$ cat src/hdl/eicm_pkg.sv
// Purpose: Shared constants and types for the edge interval clock multiplier channel.
// Assumes: 32-bit Avalon-MM register bus with byte addresses, one word per register.
// Notes:   32-bit registers are split into high and low half words.
package eicm_pkg;

	// Register byte addresses.
	localparam logic [7:0] ADDR_CTRL     = 8'h00;
	localparam logic [7:0] ADDR_IER      = 8'h04;
	localparam logic [7:0] ADDR_STATUS   = 8'h08;
	localparam logic [7:0] ADDR_CNT_H    = 8'h0c;
	localparam logic [7:0] ADDR_CNT_L    = 8'h10;
	localparam logic [7:0] ADDR_CAP_H    = 8'h14;
	localparam logic [7:0] ADDR_CAP_L    = 8'h18;
	localparam logic [7:0] ADDR_TMO_H    = 8'h1c;
	localparam logic [7:0] ADDR_TMO_L    = 8'h20;
	localparam logic [7:0] ADDR_NB_CMP   = 8'h24;
	localparam logic [7:0] ADDR_EV_CNT   = 8'h28;
	localparam logic [7:0] ADDR_EV_CMP   = 8'h2c;
	localparam logic [7:0] ADDR_RELOAD   = 8'h30;
	localparam logic [7:0] ADDR_MC_CNT   = 8'h34;
	localparam logic [7:0] ADDR_MC_CMP   = 8'h38;
	localparam logic [7:0] ADDR_CORR_CLR = 8'h3c;
	localparam logic [7:0] ADDR_CORR_CNT = 8'h40;

	// Status and enable bit positions.
	localparam int FLG_CAP  = 0;
	localparam int FLG_TMO  = 1;
	localparam int FLG_EVT  = 2;
	localparam int FLG_MCLK = 3;
	localparam int FLG_OVF  = 4;
	localparam int FLG_SUM  = 5;
	localparam int NUM_SRC  = 5;

	// Values after reset and fixed counts.
	localparam logic [31:0] INTERVAL_RESTART = 32'h0000_0001;
	localparam logic [31:0] TMO_RESET        = 32'hffff_ffff;
	localparam logic [7:0]  CMP8_RESET       = 8'hff;
	localparam logic [15:0] CMP16_RESET      = 16'hffff;
	localparam logic [15:0] RELOAD_POINT     = 16'h0001;
	localparam logic [4:0]  MULT_BASE_SHIFT  = 5'd5;

	// Control register layout, high bits first.
	typedef struct packed {
		logic       irq_timing_sel;
		logic       halt_sel;
		logic [1:0] mult_sel;
		logic       noise_en;
		logic       start;
	} eicm_ctrl_type;

	// Interval, capture and timeout words for one channel.
	typedef struct packed {
		logic [31:0] interval_counter;
		logic [31:0] edge_capture_reg;
		logic [31:0] edge_timeout_compare;
	} eicm_interval_type;

endpackage : eicm_pkg

$ cat src/hdl/eicm_channel.sv
// Purpose: Edge interval measurement, edge timeout, edge counting and corrected clock multiplier.
// Assumes: edge_input_pin_i is asynchronous; all other inputs are synchronous to mclk_i.
// Notes:   Rising edges of the synchronised input are counted; status flags need read-then-write-0.
`timescale 1ns/10ps

// Functional notes
// - Start bit runs the whole channel together
// - Edge captures interval, counter restarts at one
// - Interval reaching timeout compare signals match
// - Synchronise edge input, use internal pulse
// - Noise cancel blanks edges until compare
// - Count edges; match triggers channel zero
// - Capture divided by factor loads reload pair
// - Down-counter at one reloads, emits pulse
// - Multiplied pulse counter match, timing selectable
// - Edge loads scaled edge number, increments it
// - Expected counter counts pulses, reloads on edge
// - Halt select stops expected at equality
// - Corrected counter chases expected, pulse each step
// - Corrected clock goes to channels one-five
// - Clear value resets correction and channels 1-2
// - Capture sets summary and capture flags
// - Match flag set on matched count update, or at the next edge with timing select
// - Counter wrap sets overflow flag
// - 32-bit registers buffered across half accesses
// - Flag clears on write 0 after read
module eicm_channel
	import eicm_pkg::*;
(
	input  wire logic        mclk_i,
	input  wire logic        nrst_i,
	input  wire logic [7:0]  address_i,
	input  wire logic        read_i,
	input  wire logic        write_i,
	input  wire logic [31:0] writedata_i,
	input  wire logic [3:0]  byteenable_i,
	output logic      [31:0] readdata_o,
	output logic             waitrequest_o,
	input  wire logic        edge_input_pin_i,
	output logic             ch0_trigger_o,
	output logic             corrected_multiplied_clock_o,
	output logic             ch12_clear_o,
	output logic [4:0]       irq_o
);

	// Register and counter state.
	eicm_ctrl_type     ctrl, next_ctrl;
	eicm_interval_type ivl, next_ivl;
	logic [4:0]  irq_enable, next_irq_enable;
	logic [5:0]  flags, next_flags;
	logic [5:0]  seen_one, next_seen_one;
	logic [15:0] rd_buf, next_rd_buf;
	logic [15:0] wr_buf, next_wr_buf;
	logic [31:0] rdata, next_rdata;
	logic        ack, next_ack;
	logic [2:0]  sync, next_sync;
	logic        blank_on, next_blank_on;
	logic [7:0]  noise_blank_counter, next_noise_blank_counter;
	logic [7:0]  noise_blank_compare, next_noise_blank_compare;
	logic [7:0]  edge_event_counter, next_edge_event_counter;
	logic [7:0]  edge_event_compare, next_edge_event_compare;
	logic [15:0] reload_buffer, next_reload_buffer;
	logic [15:0] reload_down_counter, next_reload_down_counter;
	logic [15:0] multiplied_clock_counter, next_multiplied_clock_counter;
	logic [15:0] multiplied_clock_compare, next_multiplied_clock_compare;
	logic        mclk_pending, next_mclk_pending;
	logic [15:0] edge_number_counter, next_edge_number_counter;
	logic [15:0] expected_pulse_counter, next_expected_pulse_counter;
	logic [15:0] corrected_pulse_counter, next_corrected_pulse_counter;
	logic [15:0] correction_clear_reg, next_correction_clear_reg;
	logic        trig, next_trig;
	logic        corr_pulse, next_corr_pulse;
	logic        clr_pulse, next_clr_pulse;

	// Combinational events of the current cycle.
	logic        raw_edge;
	logic        internal_edge_pulse;
	logic        raw_multiplied_clock;
	logic        tmo_match;
	logic        ev_match;
	logic        mc_match;
	logic        ivl_wrap;
	logic        corr_clear;
	logic        wr_go;
	logic        rd_go;
	logic [4:0]  shift;
	logic [31:0] divided;
	logic [5:0]  set_flags;
	logic [15:0] wd;

	// Edge pulse, divider and match decode.
	always_comb begin
		raw_edge = sync[1] & ~sync[2];
		internal_edge_pulse = raw_edge & ctrl.start & ~blank_on;
		shift = MULT_BASE_SHIFT + {3'b000, ctrl.mult_sel};
		divided = ivl.interval_counter >> shift;
		raw_multiplied_clock = ctrl.start & (reload_down_counter == RELOAD_POINT);
		tmo_match = ctrl.start & ~internal_edge_pulse
			& (ivl.interval_counter == ivl.edge_timeout_compare);
		ev_match = internal_edge_pulse
			& ((edge_event_counter + 8'h01) == edge_event_compare);
		mc_match = raw_multiplied_clock
			& (multiplied_clock_counter == multiplied_clock_compare);
		ivl_wrap = ctrl.start & ~internal_edge_pulse & (&ivl.interval_counter);
		corr_clear = ctrl.start & (corrected_pulse_counter == correction_clear_reg);
		wr_go = write_i & ack & byteenable_i[0] & byteenable_i[1];
		rd_go = read_i & ~ack;
		wd = writedata_i[15:0];
	end

	// Sticky events raised this cycle.
	always_comb begin
		set_flags = 6'h00;
		set_flags[FLG_CAP] = internal_edge_pulse;
		set_flags[FLG_TMO] = tmo_match;
		set_flags[FLG_EVT] = ev_match;
		set_flags[FLG_MCLK] = ctrl.irq_timing_sel ? (mclk_pending & internal_edge_pulse)
			: mc_match;
		set_flags[FLG_OVF] = ivl_wrap | (raw_multiplied_clock & (&multiplied_clock_counter));
		set_flags[FLG_SUM] = |set_flags[NUM_SRC-1:0];
	end

	// Next state of counters, registers and bus answer.
	always_comb begin
		next_ctrl = ctrl;
		next_ivl = ivl;
		next_irq_enable = irq_enable;
		next_flags = flags | set_flags;
		next_seen_one = seen_one;
		next_rd_buf = rd_buf;
		next_wr_buf = wr_buf;
		next_rdata = rdata;
		next_ack = (read_i | write_i) & ~ack;
		next_sync = {sync[1:0], edge_input_pin_i};
		next_blank_on = blank_on;
		next_noise_blank_counter = noise_blank_counter;
		next_noise_blank_compare = noise_blank_compare;
		next_edge_event_counter = edge_event_counter;
		next_edge_event_compare = edge_event_compare;
		next_reload_buffer = reload_buffer;
		next_reload_down_counter = reload_down_counter;
		next_multiplied_clock_counter = multiplied_clock_counter;
		next_multiplied_clock_compare = multiplied_clock_compare;
		next_mclk_pending = mclk_pending;
		next_edge_number_counter = edge_number_counter;
		next_expected_pulse_counter = expected_pulse_counter;
		next_corrected_pulse_counter = corrected_pulse_counter;
		next_correction_clear_reg = correction_clear_reg;
		next_trig = ev_match;
		next_corr_pulse = 1'b0;
		next_clr_pulse = 1'b0;
		// Noise blanking window after each accepted edge.
		if (internal_edge_pulse && ctrl.noise_en) begin
			next_blank_on = 1'b1;
			next_noise_blank_counter = 8'h00;
		end else if (blank_on && noise_blank_counter == noise_blank_compare) begin
			next_blank_on = 1'b0;
		end else if (blank_on) begin
			next_noise_blank_counter = noise_blank_counter + 8'h01;
		end
		// Interval measurement, capture and reload loading.
		if (internal_edge_pulse) begin
			next_ivl.edge_capture_reg = ivl.interval_counter;
			next_ivl.interval_counter = INTERVAL_RESTART;
			next_reload_buffer = (|divided[31:16]) ? CMP16_RESET
				: ((divided[15:0] == 16'h0000) ? RELOAD_POINT : divided[15:0]);
			next_reload_down_counter = next_reload_buffer;
			next_edge_event_counter = ev_match ? 8'h00
				: edge_event_counter + 8'h01;
		end else if (ctrl.start) begin
			next_ivl.interval_counter = ivl.interval_counter + 32'h0000_0001;
			if (raw_multiplied_clock) begin
				next_reload_down_counter = reload_buffer;
			end else if (reload_down_counter != 16'h0000) begin
				next_reload_down_counter = reload_down_counter - 16'h0001;
			end
		end
		// Multiplied clock counter and its delayed match.
		if (raw_multiplied_clock) begin
			next_multiplied_clock_counter = multiplied_clock_counter + 16'h0001;
		end
		if (mc_match) begin
			next_mclk_pending = 1'b1;
		end else if (internal_edge_pulse) begin
			next_mclk_pending = 1'b0;
		end
		// Pulse correction counters; the clear value wins over counting.
		if (corr_clear) begin
			next_edge_number_counter = 16'h0000;
			next_expected_pulse_counter = 16'h0000;
			next_corrected_pulse_counter = 16'h0000;
			next_clr_pulse = 1'b1;
		end else begin
			if (internal_edge_pulse) begin
				next_expected_pulse_counter = edge_number_counter << shift;
				next_edge_number_counter = edge_number_counter + 16'h0001;
			end else if (raw_multiplied_clock
				&& !(ctrl.halt_sel && expected_pulse_counter == edge_number_counter)) begin
				next_expected_pulse_counter = expected_pulse_counter + 16'h0001;
			end
			if (ctrl.start && corrected_pulse_counter < expected_pulse_counter) begin
				next_corrected_pulse_counter = corrected_pulse_counter + 16'h0001;
				next_corr_pulse = 1'b1;
			end
		end
		// Bus read: high half latches the low half for the second access.
		if (rd_go) begin
			next_rdata = 32'h0000_0000;
			unique case (address_i)
				ADDR_CTRL: next_rdata[5:0] = ctrl;
				ADDR_IER: next_rdata[4:0] = irq_enable;
				ADDR_STATUS: begin
					next_rdata[5:0] = flags;
					next_seen_one = seen_one | flags;
				end
				ADDR_CNT_H: begin
					next_rdata[15:0] = ivl.interval_counter[31:16];
					next_rd_buf = ivl.interval_counter[15:0];
				end
				ADDR_CAP_H: begin
					next_rdata[15:0] = ivl.edge_capture_reg[31:16];
					next_rd_buf = ivl.edge_capture_reg[15:0];
				end
				ADDR_TMO_H: begin
					next_rdata[15:0] = ivl.edge_timeout_compare[31:16];
					next_rd_buf = ivl.edge_timeout_compare[15:0];
				end
				ADDR_CNT_L, ADDR_CAP_L, ADDR_TMO_L: next_rdata[15:0] = rd_buf;
				ADDR_NB_CMP: next_rdata[7:0] = noise_blank_compare;
				ADDR_EV_CNT: next_rdata[7:0] = edge_event_counter;
				ADDR_EV_CMP: next_rdata[7:0] = edge_event_compare;
				ADDR_RELOAD: next_rdata = {reload_down_counter, reload_buffer};
				ADDR_MC_CNT: next_rdata[15:0] = multiplied_clock_counter;
				ADDR_MC_CMP: next_rdata[15:0] = multiplied_clock_compare;
				ADDR_CORR_CLR: next_rdata[15:0] = correction_clear_reg;
				ADDR_CORR_CNT: next_rdata = {expected_pulse_counter, corrected_pulse_counter};
				default: next_rdata = 32'h0000_0000;
			endcase
		end
		// Bus write at the edge where waitrequest is low.
		if (wr_go) begin
			unique case (address_i)
				ADDR_CTRL: next_ctrl = writedata_i[5:0];
				ADDR_IER: next_irq_enable = writedata_i[4:0];
				ADDR_STATUS: begin
					next_flags = (flags & ~(seen_one & ~writedata_i[5:0])) | set_flags;
					next_seen_one = seen_one & writedata_i[5:0];
				end
				ADDR_CNT_H, ADDR_TMO_H: next_wr_buf = wd;
				ADDR_CNT_L: next_ivl.interval_counter = {wr_buf, wd};
				ADDR_TMO_L: next_ivl.edge_timeout_compare = {wr_buf, wd};
				ADDR_NB_CMP: next_noise_blank_compare = writedata_i[7:0];
				ADDR_EV_CMP: next_edge_event_compare = writedata_i[7:0];
				ADDR_MC_CMP: next_multiplied_clock_compare = wd;
				ADDR_CORR_CLR: next_correction_clear_reg = wd;
				default: next_ctrl = ctrl;
			endcase
		end
	end
	// State registers.
	always_ff @(posedge mclk_i or negedge nrst_i) begin
		if (!nrst_i) begin
			ctrl <= '0;
			ivl <= {32'h0000_0000, 32'h0000_0000, TMO_RESET};
			irq_enable <= '0;
			flags <= '0;
			seen_one <= '0;
			rd_buf <= '0;
			wr_buf <= '0;
			rdata <= '0;
			ack <= 1'b0;
			sync <= '0;
			blank_on <= 1'b0;
			noise_blank_counter <= '0;
			noise_blank_compare <= CMP8_RESET;
			edge_event_counter <= '0;
			edge_event_compare <= CMP8_RESET;
			reload_buffer <= '0;
			reload_down_counter <= '0;
			multiplied_clock_counter <= '0;
			multiplied_clock_compare <= CMP16_RESET;
			mclk_pending <= 1'b0;
			edge_number_counter <= '0;
			expected_pulse_counter <= '0;
			corrected_pulse_counter <= '0;
			correction_clear_reg <= CMP16_RESET;
			trig <= 1'b0;
			corr_pulse <= 1'b0;
			clr_pulse <= 1'b0;
		end else begin
			ctrl <= next_ctrl;
			ivl <= next_ivl;
			irq_enable <= next_irq_enable;
			flags <= next_flags;
			seen_one <= next_seen_one;
			rd_buf <= next_rd_buf;
			wr_buf <= next_wr_buf;
			rdata <= next_rdata;
			ack <= next_ack;
			sync <= next_sync;
			blank_on <= next_blank_on;
			noise_blank_counter <= next_noise_blank_counter;
			noise_blank_compare <= next_noise_blank_compare;
			edge_event_counter <= next_edge_event_counter;
			edge_event_compare <= next_edge_event_compare;
			reload_buffer <= next_reload_buffer;
			reload_down_counter <= next_reload_down_counter;
			multiplied_clock_counter <= next_multiplied_clock_counter;
			multiplied_clock_compare <= next_multiplied_clock_compare;
			mclk_pending <= next_mclk_pending;
			edge_number_counter <= next_edge_number_counter;
			expected_pulse_counter <= next_expected_pulse_counter;
			corrected_pulse_counter <= next_corrected_pulse_counter;
			correction_clear_reg <= next_correction_clear_reg;
			trig <= next_trig;
			corr_pulse <= next_corr_pulse;
			clr_pulse <= next_clr_pulse;
		end
	end
	// Outputs.
	assign readdata_o = rdata;
	assign waitrequest_o = (read_i | write_i) & ~ack;
	assign ch0_trigger_o = trig;
	assign corrected_multiplied_clock_o = corr_pulse;
	assign ch12_clear_o = clr_pulse;
	assign irq_o = flags[NUM_SRC-1:0] & irq_enable;
endmodule : eicm_channel

$ cat config.mk
export PLATFORM = sky130hd
export DESIGN_NAME = eicm_channel
export DESIGN_NICKNAME = d
export VERILOG_FILES = /design/src/hdl/eicm_pkg.sv /design/src/hdl/eicm_channel.sv
export SDC_FILE = /design/constraint.sdc
export NUM_CORES = 1
export LEC_CHECK = 0
export BUFFER_PORTS_ARGS = -buffer_cell sky130_fd_sc_hd__buf_2
export CAP_MARGIN = 20
export CORE_MARGIN = 10
export CORE_UTILIZATION = 25
export CTS_CLUSTER_DIAMETER = 80
export CTS_CLUSTER_SIZE = 24
export DETAILED_ROUTE_END_ITERATION = 6
export PLACE_DENSITY = 0.46
export SETUP_SLACK_MARGIN = 0.3
export SLEW_MARGIN = 20
export SYNTH_ARGS = -nofsm -noshare
export SYNTH_HDL_FRONTEND = slang
export SYNTH_SLANG_ARGS = --single-unit
export TNS_END_PERCENT = 10
$ cat constraint.sdc
create_clock -name mclk_i -period 7.75 [get_ports mclk_i]
set_input_delay 1.55 -clock mclk_i [delete_from_list [all_inputs] [get_ports mclk_i]]
set_output_delay 1.55 -clock mclk_i [all_outputs]
set_load 0.01 [all_outputs]
==> results.sh <==
export IMPL_leakage_uw=0.00956
export IMPL_hold_start="sync[0]"
export IMPL_drive_above_1_share_pct=18.5
export IMPL_ant_nets=0
export IMPL_track_usage_pct=16.1
export IMPL_fin_nets=2181
export IMPL_ioPinCount=90
export IMPL_grt_busiest_layer="met2"
export IMPL_cts_made_buffers=27
export IMPL_nFillCells=8351
export IMPL_dpl_cell_area_sq_um=21400
export IMPL_hold_path_class="register to register"
export IMPL_wl_mm=75.3
export IMPL_yosysSeqAreaShare_pct=44.7
export IMPL_postCtsHoldBufs=0
export IMPL_postCtsResizedCells=0
export IMPL_core_area_sq_um=79000
export IMPL_setup_viol=0
export IMPL_met2_usage_pct=25.6
export IMPL_skew_ps=39.6
export IMPL_vias_per_cell=5.18
export IMPL_gr_usage_met1_pct=22.3
export IMPL_synth_top_cell_area_share_pct=34.2
export IMPL_first_global_vias=16000
export IMPL_die_y_um=302
export IMPL_post_dp_hpwl_mm=54.3
export IMPL_worstHoldPathCells=0
export IMPL_grt_setup_unrepaired="false"
export IMPL_slew_viol_final=0
export IMPL_worstSkewPairLatency_ps=600
export IMPL_postLayoutCoreUtil_pct=28.4
export IMPL_cts_clk_slew_worst_paths_ps=80
export IMPL_synth_commonest_cells="316 x nand2_1, 272 x dfrtp_1, 213 x nor2_1"
export IMPL_largest_register="ivl"
export IMPL_cp_end_kind="register"
export IMPL_drt_iter0_markers=1467
export IMPL_switchingPower_uw=1340
export IMPL_setup_ws_ps=3540
export IMPL_dieArea_sq_um=91400
export IMPL_worstPathArrival_ps=4650
export IMPL_cts_tree="yes"
export IMPL_grt_max_degree=173
export IMPL_place_ws_ps=2880
export IMPL_irDropWorstVdd_mv=0.120
export IMPL_switching_share_pct=30.8
export IMPL_syn_area_sq_um=19900
export IMPL_synth_async_sr_flop_share_pct=100
export IMPL_final_cell_area_sq_um=22400
export IMPL_cts_root_buf="clkbuf_16"
export IMPL_cts_max_level=1
export IMPL_start_util_pct=25.2
export IMPL_grt_overflow=0
export IMPL_powerDensity_nw_per_um2=194
export IMPL_finalPower_uw=4350
export IMPL_synthFlopType="dfrtp_1"
export IMPL_timing_rr_start="blank_on"
export IMPL_ys_ff_latch=352
export IMPL_r2r_slack_ps=4610
export IMPL_syn2layout_area_growth_pct=12.4
export IMPL_status="finished, final reports clean"
export IMPL_die_width_um=302
export IMPL_routedWlPerCell_um=23.7
export IMPL_combPwrFrac_pct=13.6
export IMPL_grtUsageMet3_pct=2.42
export IMPL_drc=0
export IMPL_clock_sinks=352
export IMPL_synth_edf_count=0
export IMPL_grt_pass1_wl_mm=111
export IMPL_hold_viol=0
export IMPL_setup_tns_ps=0
export IMPL_clkPwrFrac_pct=37.8
export IMPL_yosysUniqueCellTypes=78
export IMPL_cellInternalPower_uw=3010
export IMPL_cts_max_path_buffers=3
export IMPL_tightestPinTransition_ps=1130
export IMPL_period_needed_ps=4210
export IMPL_worstSetupStartpointType="primary input"
export IMPL_synth_top_cell_by_area="dfrtp_1"
export IMPL_max_freq_mhz=238
export IMPL_largest_register_ffs=96
export IMPL_antenna_found_initial=7
export IMPL_rr_worst_depth=9
export IMPL_rows=103
export IMPL_syn_nets=2201
export IMPL_startpoint="address_i[3]"
export IMPL_synth_avg_cell_area_sq_um=9.37
export IMPL_cp_max_fo=43
export IMPL_yosysMostFrequentCell="nand2_1"
export IMPL_holdPathEnd="sync[1]"
export IMPL_worst_slew_margin_rel_pct=24.5
export IMPL_fin_crit_sh_pct=54.3
export IMPL_netlist_instances=2126
export IMPL_timing_rr_end="flags[5]"
export IMPL_synth_top_cells_by_area="dfrtp_1 34%, dfstp_2 11%, mux2_2 6.6%"
export IMPL_crit_type="primary input to register"
export IMPL_dr_total_vias=16400
export IMPL_dr_pass1_iters=5
export IMPL_cts_setup_buffers=0
export IMPL_port_buffers=71
export IMPL_yosys_warnings=0
export IMPL_cap_violations=0
export IMPL_seq_power_share_pct=48.6
export IMPL_critPathRequiredTime_ps=8190
export IMPL_place_gp_congestion=0.927
logic make-up after synthesis:
kind of cell	Yosys count	share of synthesized area, %
simple gates	818	19.0
compound gates	377	12.3
flops	352	44.7
mux	187	10.7
xor+xnor	185	8.13
buf+inv	181	3.49
fa+ha+maj	26	1.63
placed cells by master (no fill, tap or decap), drive strengths merged, types with 9 or more instances in the layout:
master / count
nand2: 316
dfrtp: 272
nor2: 213
mux2: 122
o21ai: 106
buf: 105
xnor2: 94
xor2: 91
a21oi: 87
dfstp: 80
nand3: 67
mux2i: 56
nand4: 35
clkbuf: 34
nor3: 34
inv: 33
and3: 29
ha: 26
a211oi: 25
or3: 24
a22oi: 23
nor4: 18
a31oi: 17
a221oi: 17
nor2b: 16
and2: 15
o22ai: 13
o31ai: 11
a32oi: 11
or2: 11
and4: 10
nand2b: 10
a22o: 10
a21o: 9
mux4: 9
a2111oi: 9
layout make-up:
type | count | area [sq um] | share of cell area (%)
multi-input combinational | 1593 | 10400 | 46.4
sequential | 352 | 8910 | 39.8
clock inverter | 16 | 263 | 1.17
timing repair buffer | 105 | 656 | 2.93
tap | 1050 | 1310 | 5.87
antenna | 1 | 2.50 | 0.0112
clock buffer | 34 | 752 | 3.36
inverter | 27 | 101 | 0.453
layer usage:
metal  wire (um)  part of all wire [%]
met1       34400                    46
met3        4230                   5.6
met5          28                 0.037
met2       34200                    45
met4        2400                   3.2
worst max-delay path, stage by stage:
cell	delay [ps]
buf_4	520
buf_4	570
nor2_1	170
a21oi_1	230
nor3_1	190
nand2_1	180
a21oi_1	100
a2111oi_1	810
buf_4	230
o21ai_0	70
worst max-delay path by stage:
stage / slack [ps] / depth (start not counted) / to
detailed placement: 2880 / 7 / readdata_o[1]
finish: 3540 / 10 / readdata_o[1]
global route: 3480 / 7 / readdata_o[8]
global placement: 2630 / 7 / readdata_o[1]
CTS: 3490 / 7 / readdata_o[1]
floorplan: 4320 / 8 / readdata_o[1]
power groups by stage:
| stage | clock network (uW) | registers, uW | logic [uW] |
|---|---|---|---|
| final | 1650 | 2120 | 591 |
| after global routing | 1750 | 2130 | 654 |
| after CTS | 1690 | 2110 | 592 |
| after detailed placement | 0 | 2150 | 589 |
| after global placement | 0 | 2140 | 587 |
| after floorplan | 0 | 2030 | 422 |
per-stage QoR:
stage	hold WS (ps)	instances
after floorplan	331	2126
after global placement	343	3126
after detailed placement	342	3126
after CTS	369	3176
after global routing	375	3177
final	361	3178
Power figures use the tool's default switching activity.
